$ cat src/bcc_regs.svh
// Register offset, field positions, reset values and timing counts
`ifndef BCC_REGS_SVH
`define BCC_REGS_SVH

`define BCC_CTRL0_OFFSET    8'h40
`define BCC_FC_RATE_BIT     15
`define BCC_RETRY_STS_BIT   16
`define BCC_RETRY_LIM_LO    17
`define BCC_RETRY_LIM_HI    18
`define BCC_DISC_DIS_BIT    19
`define BCC_DISC_SHORT_BIT  20
`define BCC_CFG_TMO_LO      21
`define BCC_CFG_TMO_HI      22
`define BCC_DT_ORDER_BIT    23
`define BCC_CPL_TMO_LO      24
`define BCC_CPL_TMO_HI      25
`define BCC_ISO_EN_BIT      26
`define BCC_ISO_TC_LO       27
`define BCC_ISO_TC_HI       29
`define BCC_LOOP_BIT        30
`define BCC_LOCK_BIT        31

`define BCC_RETRY_LIM_RST   2'h0
`define BCC_CFG_TMO_RST     2'h1
`define BCC_CPL_TMO_RST     2'h1
`define BCC_ISO_TC_RST      3'h1

`define BCC_RETRY_256       32'h0000_0100
`define BCC_RETRY_64K       32'h0001_0000
`define BCC_RETRY_2G        32'h8000_0000
`define BCC_DISC_SHORT_CLKS 16'h0040
`define BCC_DISC_LONG0      16'h8000
`define BCC_DISC_LONG1      16'h0400

// Times in ns, cycles at 40 MHz (25 ns period)
`define BCC_CLK_NS          25
`define BCC_CFG_T0_NS       25000
`define BCC_CFG_T1_NS       500000
`define BCC_CFG_T2_NS       5000000
`define BCC_CFG_T3_NS       25000000
`define BCC_CPL_T0_NS       50000
`define BCC_CPL_T1_NS       1000000
`define BCC_CPL_T2_NS       10000000
`define BCC_CPL_T3_NS       50000000
`define BCC_CYC(ns)         ((ns) / `BCC_CLK_NS)

`endif

$ cat src/bcc_pkg.sv
// Types shared by the chip control block
package bcc_pkg;
    typedef logic [31:0] bcc_word_type;
    typedef logic [2:0]  bcc_tc_type;
    typedef enum logic { BCC_FORWARD, BCC_REVERSE } bcc_dir_type;
    typedef enum logic [1:0] { BCC_CFG_OK, BCC_CFG_CRS,
                               BCC_CFG_RETRY } bcc_cfg_ans_type;
endpackage : bcc_pkg

$ cat src/bcc_timer.sv
// Down counter timer with selectable load value
`timescale 1ns/1ps
`include "bcc_regs.svh"
module bcc_timer (
    // Clock and reset
    input  wire logic        mclk,
    input  wire logic        reset,
    // Control
    input  wire logic        start,
    input  wire logic        stop,
    input  wire logic [31:0] load_value,
    // Status
    output logic             expired
);
    import bcc_pkg::*;

    logic [31:0] count_reg;
    logic [31:0] count_next;
    logic        run_reg;
    logic        run_next;
    logic        expired_next;

    always_comb begin
        count_next   = count_reg;
        run_next     = run_reg;
        expired_next = 1'b0;
        if (start) begin
            count_next = load_value;
            run_next   = 1'b1;
        end else if (stop) begin
            run_next = 1'b0;
        end else if (run_reg) begin
            if (count_reg <= 32'h0000_0001) begin
                expired_next = 1'b1;
                run_next     = 1'b0;
            end
            count_next = count_reg - 32'h0000_0001;
        end
    end

    always_ff @(posedge mclk) begin
        if (reset) begin
            count_reg <= 32'h0000_0000;
            run_reg   <= 1'b0;
            expired   <= 1'b0;
        end else begin
            count_reg <= count_next;
            run_reg   <= run_next;
            expired   <= expired_next;
        end
    end
endmodule : bcc_timer

$ cat src/bcc_chip_ctrl.sv
// Bits 31 to 15 of chip control register 0 and the logic they steer
`timescale 1ns/1ps
`include "bcc_regs.svh"
module bcc_chip_ctrl (
    // Clock and reset
    input  wire logic                     mclk,
    input  wire logic                     reset,
    // Straps
    input  wire logic                     test_strap_a,
    input  wire logic                     test_strap_b,
    input  wire logic                     test_strap_c,
    input  wire logic                     mask_input_strap,
    input  wire logic                     reverse_mode_strap,
    // Configuration access
    input  wire logic                     cfg_wr,
    input  wire logic                     cfg_rd,
    input  wire logic [7:0]               cfg_addr,
    input  wire logic [3:0]               cfg_be,
    input  wire bcc_pkg::bcc_word_type    cfg_wdata,
    input  wire logic                     cfg_from_primary,
    output bcc_pkg::bcc_word_type         cfg_rdata,
    output bcc_pkg::bcc_cfg_ans_type      cfg_answer,
    // Bridge control register bits
    input  wire logic                     brc_disc_dis,
    input  wire logic                     brc_disc_fwd,
    input  wire logic                     brc_disc_rev,
    // Core events
    input  wire logic                     pci_retry,
    input  wire logic                     pci_retry_done,
    input  wire logic                     cfg_retry_start,
    input  wire logic                     cpl_start,
    input  wire logic                     cpl_done,
    input  wire logic                     mem_to_serial,
    // Steered outputs
    output logic                          fc_update_each,
    output logic                          discard_en,
    output logic [15:0]                   discard_clks,
    output logic                          dt_in_order,
    output bcc_pkg::bcc_tc_type           tc_out,
    output logic                          serial_loopback,
    output logic                          cfg_retry_expired,
    output logic                          cpl_timeout,
    output bcc_pkg::bcc_dir_type          bridge_dir
);
    import bcc_pkg::*;

    ////////////////////////////////////////////////////////////////////////
    // Register state
    logic        fc_reg, fc_next;
    logic        sts_reg, sts_next;
    logic [1:0]  lim_reg, lim_next;
    logic        ddis_reg, ddis_next;
    logic        dshort_reg, dshort_next;
    logic [1:0]  cfgt_reg, cfgt_next;
    logic        dto_reg, dto_next;
    logic [1:0]  cplt_reg, cplt_next;
    logic        iso_reg, iso_next;
    logic [2:0]  tc_reg, tc_next;
    logic        loop_reg, loop_next;
    logic        lock_reg, lock_next;
    logic        init_reg;
    logic [31:0] rcnt_reg, rcnt_next;
    bcc_dir_type dir_reg, dir_next;
    logic        hit_wr;
    logic        refuse;
    logic        loop_ok;
    logic [31:0] lim_val;
    logic [31:0] cfg_load;
    logic [31:0] cpl_load;
    logic        retry_exp;
    bcc_word_type    rdata_next;
    bcc_cfg_ans_type ans_next;

    // Locked-out primary accesses change nothing and read back zero
    assign refuse  = cfg_from_primary && lock_reg;
    assign hit_wr  = cfg_wr && (cfg_addr == `BCC_CTRL0_OFFSET) && !refuse;
    assign loop_ok = !test_strap_a && test_strap_b && test_strap_c
                     && mask_input_strap && reverse_mode_strap;

    always_comb begin
        case (lim_reg)
            2'h1:    lim_val = `BCC_RETRY_256;
            2'h2:    lim_val = `BCC_RETRY_64K;
            2'h3:    lim_val = `BCC_RETRY_2G;
            default: lim_val = 32'h0000_0000;
        endcase
        case (cfgt_reg)
            2'h0:    cfg_load = `BCC_CYC(`BCC_CFG_T0_NS);
            2'h1:    cfg_load = `BCC_CYC(`BCC_CFG_T1_NS);
            2'h2:    cfg_load = `BCC_CYC(`BCC_CFG_T2_NS);
            default: cfg_load = `BCC_CYC(`BCC_CFG_T3_NS);
        endcase
        case (cplt_reg)
            2'h0:    cpl_load = `BCC_CYC(`BCC_CPL_T0_NS);
            2'h1:    cpl_load = `BCC_CYC(`BCC_CPL_T1_NS);
            2'h2:    cpl_load = `BCC_CYC(`BCC_CPL_T2_NS);
            default: cpl_load = `BCC_CYC(`BCC_CPL_T3_NS);
        endcase
    end

    ////////////////////////////////////////////////////////////////////////
    // Next register values
    always_comb begin
        fc_next     = fc_reg;
        sts_next    = sts_reg;
        lim_next    = lim_reg;
        ddis_next   = ddis_reg;
        dshort_next = dshort_reg;
        cfgt_next   = cfgt_reg;
        dto_next    = dto_reg;
        cplt_next   = cplt_reg;
        iso_next    = iso_reg;
        tc_next     = tc_reg;
        loop_next   = loop_reg;
        lock_next   = lock_reg;
        dir_next    = dir_reg;
        rcnt_next   = rcnt_reg;
        if (init_reg) begin
            dir_next  = reverse_mode_strap ? BCC_REVERSE : BCC_FORWARD;
            lock_next = test_strap_a;
        end
        if (hit_wr && cfg_be[1])
            fc_next = cfg_wdata[`BCC_FC_RATE_BIT];
        if (hit_wr && cfg_be[2]) begin
            if (cfg_wdata[`BCC_RETRY_STS_BIT])
                sts_next = 1'b0;
            lim_next    = cfg_wdata[`BCC_RETRY_LIM_HI:`BCC_RETRY_LIM_LO];
            ddis_next   = cfg_wdata[`BCC_DISC_DIS_BIT];
            dshort_next = cfg_wdata[`BCC_DISC_SHORT_BIT];
            cfgt_next   = cfg_wdata[`BCC_CFG_TMO_HI:`BCC_CFG_TMO_LO];
            dto_next    = cfg_wdata[`BCC_DT_ORDER_BIT];
        end
        if (hit_wr && cfg_be[3]) begin
            cplt_next = cfg_wdata[`BCC_CPL_TMO_HI:`BCC_CPL_TMO_LO];
            iso_next  = cfg_wdata[`BCC_ISO_EN_BIT];
            tc_next   = cfg_wdata[`BCC_ISO_TC_HI:`BCC_ISO_TC_LO];
            if (dir_reg == BCC_REVERSE)
                loop_next = cfg_wdata[`BCC_LOOP_BIT];
            if (dir_reg == BCC_REVERSE || !cfg_from_primary)
                lock_next = cfg_wdata[`BCC_LOCK_BIT];
        end
        if (hit_wr && cfg_be[2])
            lim_next = cfg_wdata[`BCC_RETRY_LIM_HI:`BCC_RETRY_LIM_LO];
        // Retry counter: counts retries up to the limit and holds there
        if (pci_retry_done || lim_reg == 2'h0)
            rcnt_next = 32'h0000_0000;
        else if (pci_retry && rcnt_reg != lim_val)
            rcnt_next = rcnt_reg + 32'h0000_0001;
        retry_exp = (lim_reg != 2'h0) && pci_retry && !pci_retry_done
                    && (rcnt_reg + 32'h0000_0001 == lim_val);
        if (retry_exp)
            sts_next = 1'b1;
    end

    always_ff @(posedge mclk) begin
        if (reset) begin
            fc_reg     <= 1'b0;
            sts_reg    <= 1'b0;
            lim_reg    <= `BCC_RETRY_LIM_RST;
            ddis_reg   <= 1'b0;
            dshort_reg <= 1'b0;
            cfgt_reg   <= `BCC_CFG_TMO_RST;
            dto_reg    <= 1'b0;
            cplt_reg   <= `BCC_CPL_TMO_RST;
            iso_reg    <= 1'b0;
            tc_reg     <= `BCC_ISO_TC_RST;
            loop_reg   <= 1'b0;
            lock_reg   <= 1'b0;
            init_reg   <= 1'b1;
            rcnt_reg   <= 32'h0000_0000;
            dir_reg    <= BCC_FORWARD;
        end else begin
            fc_reg     <= fc_next;
            sts_reg    <= sts_next;
            lim_reg    <= lim_next;
            ddis_reg   <= ddis_next;
            dshort_reg <= dshort_next;
            cfgt_reg   <= cfgt_next;
            dto_reg    <= dto_next;
            cplt_reg   <= cplt_next;
            iso_reg    <= iso_next;
            tc_reg     <= tc_next;
            loop_reg   <= loop_next;
            lock_reg   <= lock_next;
            init_reg   <= 1'b0;
            rcnt_reg   <= rcnt_next;
            dir_reg    <= dir_next;
        end
    end

    ////////////////////////////////////////////////////////////////////////
    // Timeout timers
    bcc_timer u_cfg_timer (
        .mclk       (mclk),
        .reset      (reset),
        .start      (cfg_retry_start),
        .stop       (1'b0),
        .load_value (cfg_load),
        .expired    (cfg_retry_expired)
    );

    bcc_timer u_cpl_timer (
        .mclk       (mclk),
        .reset      (reset),
        .start      (cpl_start),
        .stop       (cpl_done),
        .load_value (cpl_load),
        .expired    (cpl_timeout)
    );

    ////////////////////////////////////////////////////////////////////////
    // Read data, access answer and steered outputs
    always_comb begin
        rdata_next = 32'h0000_0000;
        if (cfg_rd && cfg_addr == `BCC_CTRL0_OFFSET && !refuse)
            rdata_next = {lock_reg, loop_reg, tc_reg, iso_reg, cplt_reg,
                          dto_reg, cfgt_reg, dshort_reg, ddis_reg,
                          lim_reg, sts_reg, fc_reg, 15'h0000};
        ans_next = BCC_CFG_OK;
        if ((cfg_rd || cfg_wr) && refuse)
            ans_next = (dir_reg == BCC_FORWARD) ? BCC_CFG_CRS : BCC_CFG_RETRY;
    end

    always_ff @(posedge mclk) begin
        if (reset) begin
            cfg_rdata       <= 32'h0000_0000;
            cfg_answer      <= BCC_CFG_OK;
            fc_update_each  <= 1'b0;
            discard_en      <= 1'b0;
            discard_clks    <= `BCC_DISC_SHORT_CLKS;
            dt_in_order     <= 1'b0;
            tc_out          <= 3'h0;
            serial_loopback <= 1'b0;
            bridge_dir      <= BCC_FORWARD;
        end else begin
            cfg_rdata       <= rdata_next;
            cfg_answer      <= ans_next;
            fc_update_each  <= fc_reg;
            discard_en      <= !ddis_reg && !brc_disc_dis;
            if (dshort_reg)
                discard_clks <= `BCC_DISC_SHORT_CLKS;
            else if ((dir_reg == BCC_FORWARD ? brc_disc_fwd : brc_disc_rev))
                discard_clks <= `BCC_DISC_LONG1;
            else
                discard_clks <= `BCC_DISC_LONG0;
            dt_in_order     <= dto_reg;
            tc_out          <= (iso_reg && mem_to_serial) ? tc_reg
                                                          : 3'h0;
            serial_loopback <= loop_reg && loop_ok;
            bridge_dir      <= dir_reg;
        end
    end
endmodule : bcc_chip_ctrl

$ cat config.mk
export PLATFORM = sky130hd
export DESIGN_NAME = bcc_chip_ctrl
export DESIGN_NICKNAME = d
export VERILOG_FILES = /design/src/bcc_pkg.sv /design/src/bcc_timer.sv /design/src/bcc_chip_ctrl.sv
export VERILOG_INCLUDE_DIRS = /design/src
export SDC_FILE = /design/constraint.sdc
export NUM_CORES = 1
export LEC_CHECK = 0
export ABC_AREA = 1
export BUFFER_PORTS_ARGS = -buffer_cell sky130_fd_sc_hd__clkbuf_2
export CAP_MARGIN = 15
export CORE_UTILIZATION = 55
export DETAILED_ROUTE_END_ITERATION = 16
export GPL_ROUTABILITY_DRIVEN = 0
export GPL_TIMING_DRIVEN = 0
export PLACE_DENSITY = 0.8
export SYNTH_ARGS = -nofsm -noshare
export SYNTH_HDL_FRONTEND = slang
export SYNTH_SLANG_ARGS = --single-unit
$ cat constraint.sdc
create_clock -name mclk -period 2.3 [get_ports mclk]
set_input_delay 0.46 -clock mclk [delete_from_list [all_inputs] [get_ports mclk]]
set_output_delay 0.46 -clock mclk [all_outputs]
set_load 0.005 [all_outputs]
After elaboration in Yosys (flattened, before gate mapping) --
Cells that the tools add are included.
Word-level totals: output and inout bits 60, register bits after elaboration 177, word-level logic and storage cells 127
Operators by class: magnitude comparators 2, add/subtract/negate cells 3, bitwise operators 5, equal/unequal tests 11, reductions and logical operators 47, muxes and demuxes 28
Operator list (number):
- 32-bit two-way mux | 5
- 32-bit one-hot mux with 3 select lines | 1
- 32-bit by 1-bit <= comparator with 1-bit output, second input constant | 2
- 32-bit by 1-bit subtractor with 32-bit output, second input constant | 2
- 21-bit one-hot mux with 3 select lines | 1
- 20-bit one-hot mux with 3 select lines | 1
- 32-bit by 1-bit adder with 32-bit output, second input constant | 1
- 32-bit == test | 1
- 32-bit inequality test | 1
- 1-bit logical AND | 20
- 1-bit two-way mux | 18
- 16-bit two-way mux | 1
- 2-bit nonzero test | 5
- 2-bit OR reduction | 5
- 2-bit == test, second input constant | 4
- 8-bit by 7-bit == test with 1-bit output, second input constant | 1
- 2-bit by 1-bit == test with 1-bit output, second input constant | 3
- 1-bit zero test | 6
- 2-bit zero test | 3
- 2-bit AND reduction | 3
- 1-bit NOT | 5
- 4-bit OR reduction | 1
- 1-bit logical OR | 3
- 3-bit OR reduction | 1
- 2 further kinds | 2

Depth between registers and ports, before layout --
word-level depth 6, gate-level depth with buffers 14, depth with buffers taken out 14

Modules after synthesis --
A second synthesis with hierarchy kept.
Second synthesis, totals: cell total of the unflattened synthesis 1444, area total of the unflattened synthesis 9121.2 µm²
By module, submodules not included:
- bcc_chip_ctrl | cells each 668, area each 4359.2 µm², instances 1
- bcc_timer at u_cpl_timer | cells each 389, area each 2421.1 µm², instances 1
- bcc_timer at u_cfg_timer | cells each 387, area each 2341.0 µm², instances 1

Least setup slack after synthesis --
No wires, ideal clock.
path type reg2reg, start point register u_cfg_timer.count_reg[0], end point register u_cfg_timer.count_reg[30], setup slack 598 ps, stages on the path, launching flop included 12, arrival 1589 ps, path buffers 0, library setup time 113 ps, clock period less this slack 1702 ps, cell sequence dfxtp_1 -> inv_1 -> ha_1 -> inv_1 -> nor3_2 -> nand2_2 -> nor2_4 -> nand4_4 -> nor3_2 -> nand3_1 -> nor2_1 -> nor2_1
Between the ends: longest elaborated chain between the ends 3
Ends and longest elaborated chain:
- from (decl) | line bcc_timer.sv:17 | logic [31:0] count_reg;
- from (signal assigned) | line bcc_timer.sv:47 | count_reg <= count_next;
- 32-bit by 1-bit subtractor with 32-bit output | line bcc_timer.sv:37 | count_next = count_reg - 32'h0000_0001;
- 32-bit two-way mux | line bcc_timer.sv:32 | end else if (run_reg) begin
- 32-bit two-way mux | line bcc_timer.sv:27 | if (start) begin
Every way passes these cells. The select of a mux whose other input is x is not followed. A chain may end at the register's enable or synchronous reset.

Final worst setup path --
start point register rcnt_reg[1], end point register sts_reg
Between the ends: longest elaborated chain between the ends 5
Ends and longest elaborated chain:
- from (decl) | line bcc_chip_ctrl.sv:62 | logic [31:0] rcnt_reg, rcnt_next;
- from (signal assigned) | line bcc_chip_ctrl.sv:186 | rcnt_reg <= rcnt_next;
- 32-bit by 1-bit adder with 32-bit output (*) | line bcc_chip_ctrl.sv:150 | && (rcnt_reg + 32'h0000_0001 == lim_val);
- 32-bit == test (*) | line bcc_chip_ctrl.sv:150
- 1-bit logical AND (*) | line bcc_chip_ctrl.sv:150
- 2-bit nonzero test (no source line)
- 2-bit AND reduction (no source line)
- to (signal assigned) | line bcc_chip_ctrl.sv:174 | sts_reg <= sts_next;
- to (decl) | line bcc_chip_ctrl.sv:50 | logic sts_reg, sts_next;
Every way passes the cells marked *; elsewhere a longest branch is shown, timed or not.

==> reports/qor.csv <==
metric;value;unit
status;complete, no violations;
Ys Warns;0;
Pwr Density;690.6;nW/um2
Cell Area, Placed;8713;um2
die height;122.6;um
Crit path required time;2.66;ns
# Max-Cap Violations;0;
worst slew pin tran;0.7171;ns
H-tree depth;4;
vias in the first global route;7224;
worst-path cell with the longest stage delay;dfxtp_1;
Critical Path Source Type;flop;
die area;15030;um2
slowest cell delay on critical path;0.41;ns
most common cell after layout, fill and taps aside;nor2_1;
predominant post-synthesis flop cell;dfxtp_1;
r2r startpoint;rcnt_reg[1];
reg2reg end;sts_reg;
DRC;0;
fillers;1225;
Multi-input gate area;4269;um2
sequential area share after synthesis;37.28;%
Setup-failing EPs final;0;
worst-path maximum fanout;8;
clock latency on the worst-skew pair;0.43;ns
FF-to-FF setup slack;0.08;ns
Setup Skew;0.006577;ns
CTS Hold Bufs;0;
clk sink count;149;
post-place setup slack;0.03867;ns
hpwl dp;15.73;mm
Crit. End Element;flop;
setup ws final;0.08338;ns
clk slew on worst S/H paths;0.06;ns
count of different cell masters after synthesis;46;
Hold WC Path Type;in2reg;
via count;8116;
Static Leak;4.318;nW
initial antenna violation count;0;
synthesis-to-layout area growth;17.39;%
Most common cell on crit path;nand2_1;
Diodes inserted;0;
post-route design area;9393;um2
TNS Setup;0;ns
Critical path origin;rcnt_reg[1];
Tmin final;2.217;ns
Register Area;2983;um2
die width;122.6;um
top cells by area, synth;dfxtp_1 (37%), nor2_1 (11%), nand2_1 (9.9%), inv_1 (6.7%), o21ai_0 (6.1%);
Avg Vias per Cell;5.429;
IO Count;123;
Max Freq;451.1;MHz
wire length per cell;14.28;um
Mean Syn Cell Area;6.792;um2
ys async rst share;0;%
Inserted Clock Buffers;17;
VDD IR max;0.0005733;V
Final Hold Viols;0;
CP Cell Sequence;ha_1 > nand2_1 > nor2_4 > nand2_1 > nor2_1 > nand2_1 > o21ai_1 > nand2_1 > nor2_1 > nand3_1 > nor2_1 > nand2_1 > a21oi_1;
area leader, netlist;dfxtp_1;
Worst R2R Path Depth;13;
FF+latch count, synth;149;
layout cells sized above 1;13.84;%
GRT Util Overall;29.32;%
CTS tree;yes;
final WL;21.34;mm
first-pass GRT wire length;34.08;mm
Remaining Overflow, GRT;0;
Bufs on Longest Clock Path;2;
most frequent cells in the layout;nor2_1 (226), nand2_1 (210), dfxtp_1 (149);
Routed Antenna Nets;0;
Max-slew headroom;51.69;%
top cell type's share of synthesized area;37.28;%
final layout net count;1383;
final cycle utilization of the critical path;96.37;%
utilization after layout;66.89;%
post-synthesis instance total;1178;
Site Rows;43;
final hold slack;0.1866;ns
initial detailed-routing violation count;710;
Initial DRT Pass Iterations;6;
Root Buffer;clkbuf_16;
Initial Utilization;56.98;%
EDFF count, synth;0;
CP Class;reg2reg;
IO Port Bufs;77;
core area;14040;um2
mapped cell area;8001;um2
Slew Limit Fails;0;
Critical Path Sink;sts_reg;
critical path arrival;2.58;ns
largest net degree at the start of global routing;17;
[stage by stage]
| step | total power [mW] | instances |
|---|---|---|
| after global routing | 6.705 | 1495 |
| after detailed placement | 3.419 | 1462 |
| after CTS | 6.490 | 1494 |
| final | 6.486 | 1495 |
| after global placement | 3.407 | 1462 |
| after floorplan | 3.237 | 1205 |
[where the power goes]
group	internal, mW	switching [mW]
registers	2.65	0.0627
logic	0.242	0.443
clock network	1.98	1.12
[synth_stat cells (all sizes together), types with 15 or more instances]
cell type	number
nor2	242
xor2	16
buf	38
clkbuf	15
nand4	19
ha	18
nor3	25
a21oi	63
dfxtp	149
nor4	16
nand3	54
o21ai	99
inv	142
nand2	216
[metal layers]
metal  global-route usage (%)  part of all wire (%)  wire, um
met4                    12.42                   2.6       554
met2                    45.44                    44      9334
met5                        0                     0         0
met1                    39.57                    45      9621
met3                    5.809                   8.6      1832
[kinds of logic after synthesis]
group | after synthesis | synth area share [%]
compound gates | 201 | 13.64
xor+xnor | 24 | 2.799
fa+ha+maj | 18 | 2.815
buf+inv | 197 | 10.73
flops | 149 | 37.28
other cells | 1 | 0.04687
simple gates | 588 | 32.70
[critical path: cells and delay by family (launching register included)]
family | cells | cell delay (ns)
compound gates | 2 | 0.25
flops | 1 | 0.41
simple gates | 10 | 1.25
fa+ha+maj | 1 | 0.22
[layout make-up]
| cell class | instances | share of cell area (%) |
|---|---|---|
| tap | 180 | 2.398 |
| inverter | 144 | 5.755 |
| multi-input combinational | 859 | 45.45 |
| clock inverter | 13 | 2.158 |
| timing repair buffer | 78 | 4.183 |
| sequential | 149 | 31.76 |
| clock buffer | 19 | 4.822 |
| buffer | 53 | 3.477 |
[timing repair]
| action | in CTS | in global routing |
|---|---|---|
| hold endpoints to repair | 0 | 0 |
| setup buffers | 0 | 1 |
| gates resized for setup | 0 | 7 |
| setup endpoints to repair | 0 | 28 |
[worst min path at each step]
stage	cells past startpoint	startpoint	to
floorplan	1	ddis_reg	discard_en
global placement	1	ddis_reg	discard_en
detailed placement	1	ddis_reg	discard_en
CTS	2	brc_disc_dis	discard_en
global route	2	brc_disc_dis	discard_en
finish	2	brc_disc_dis	discard_en
Power figures use the tool's default switching activity.
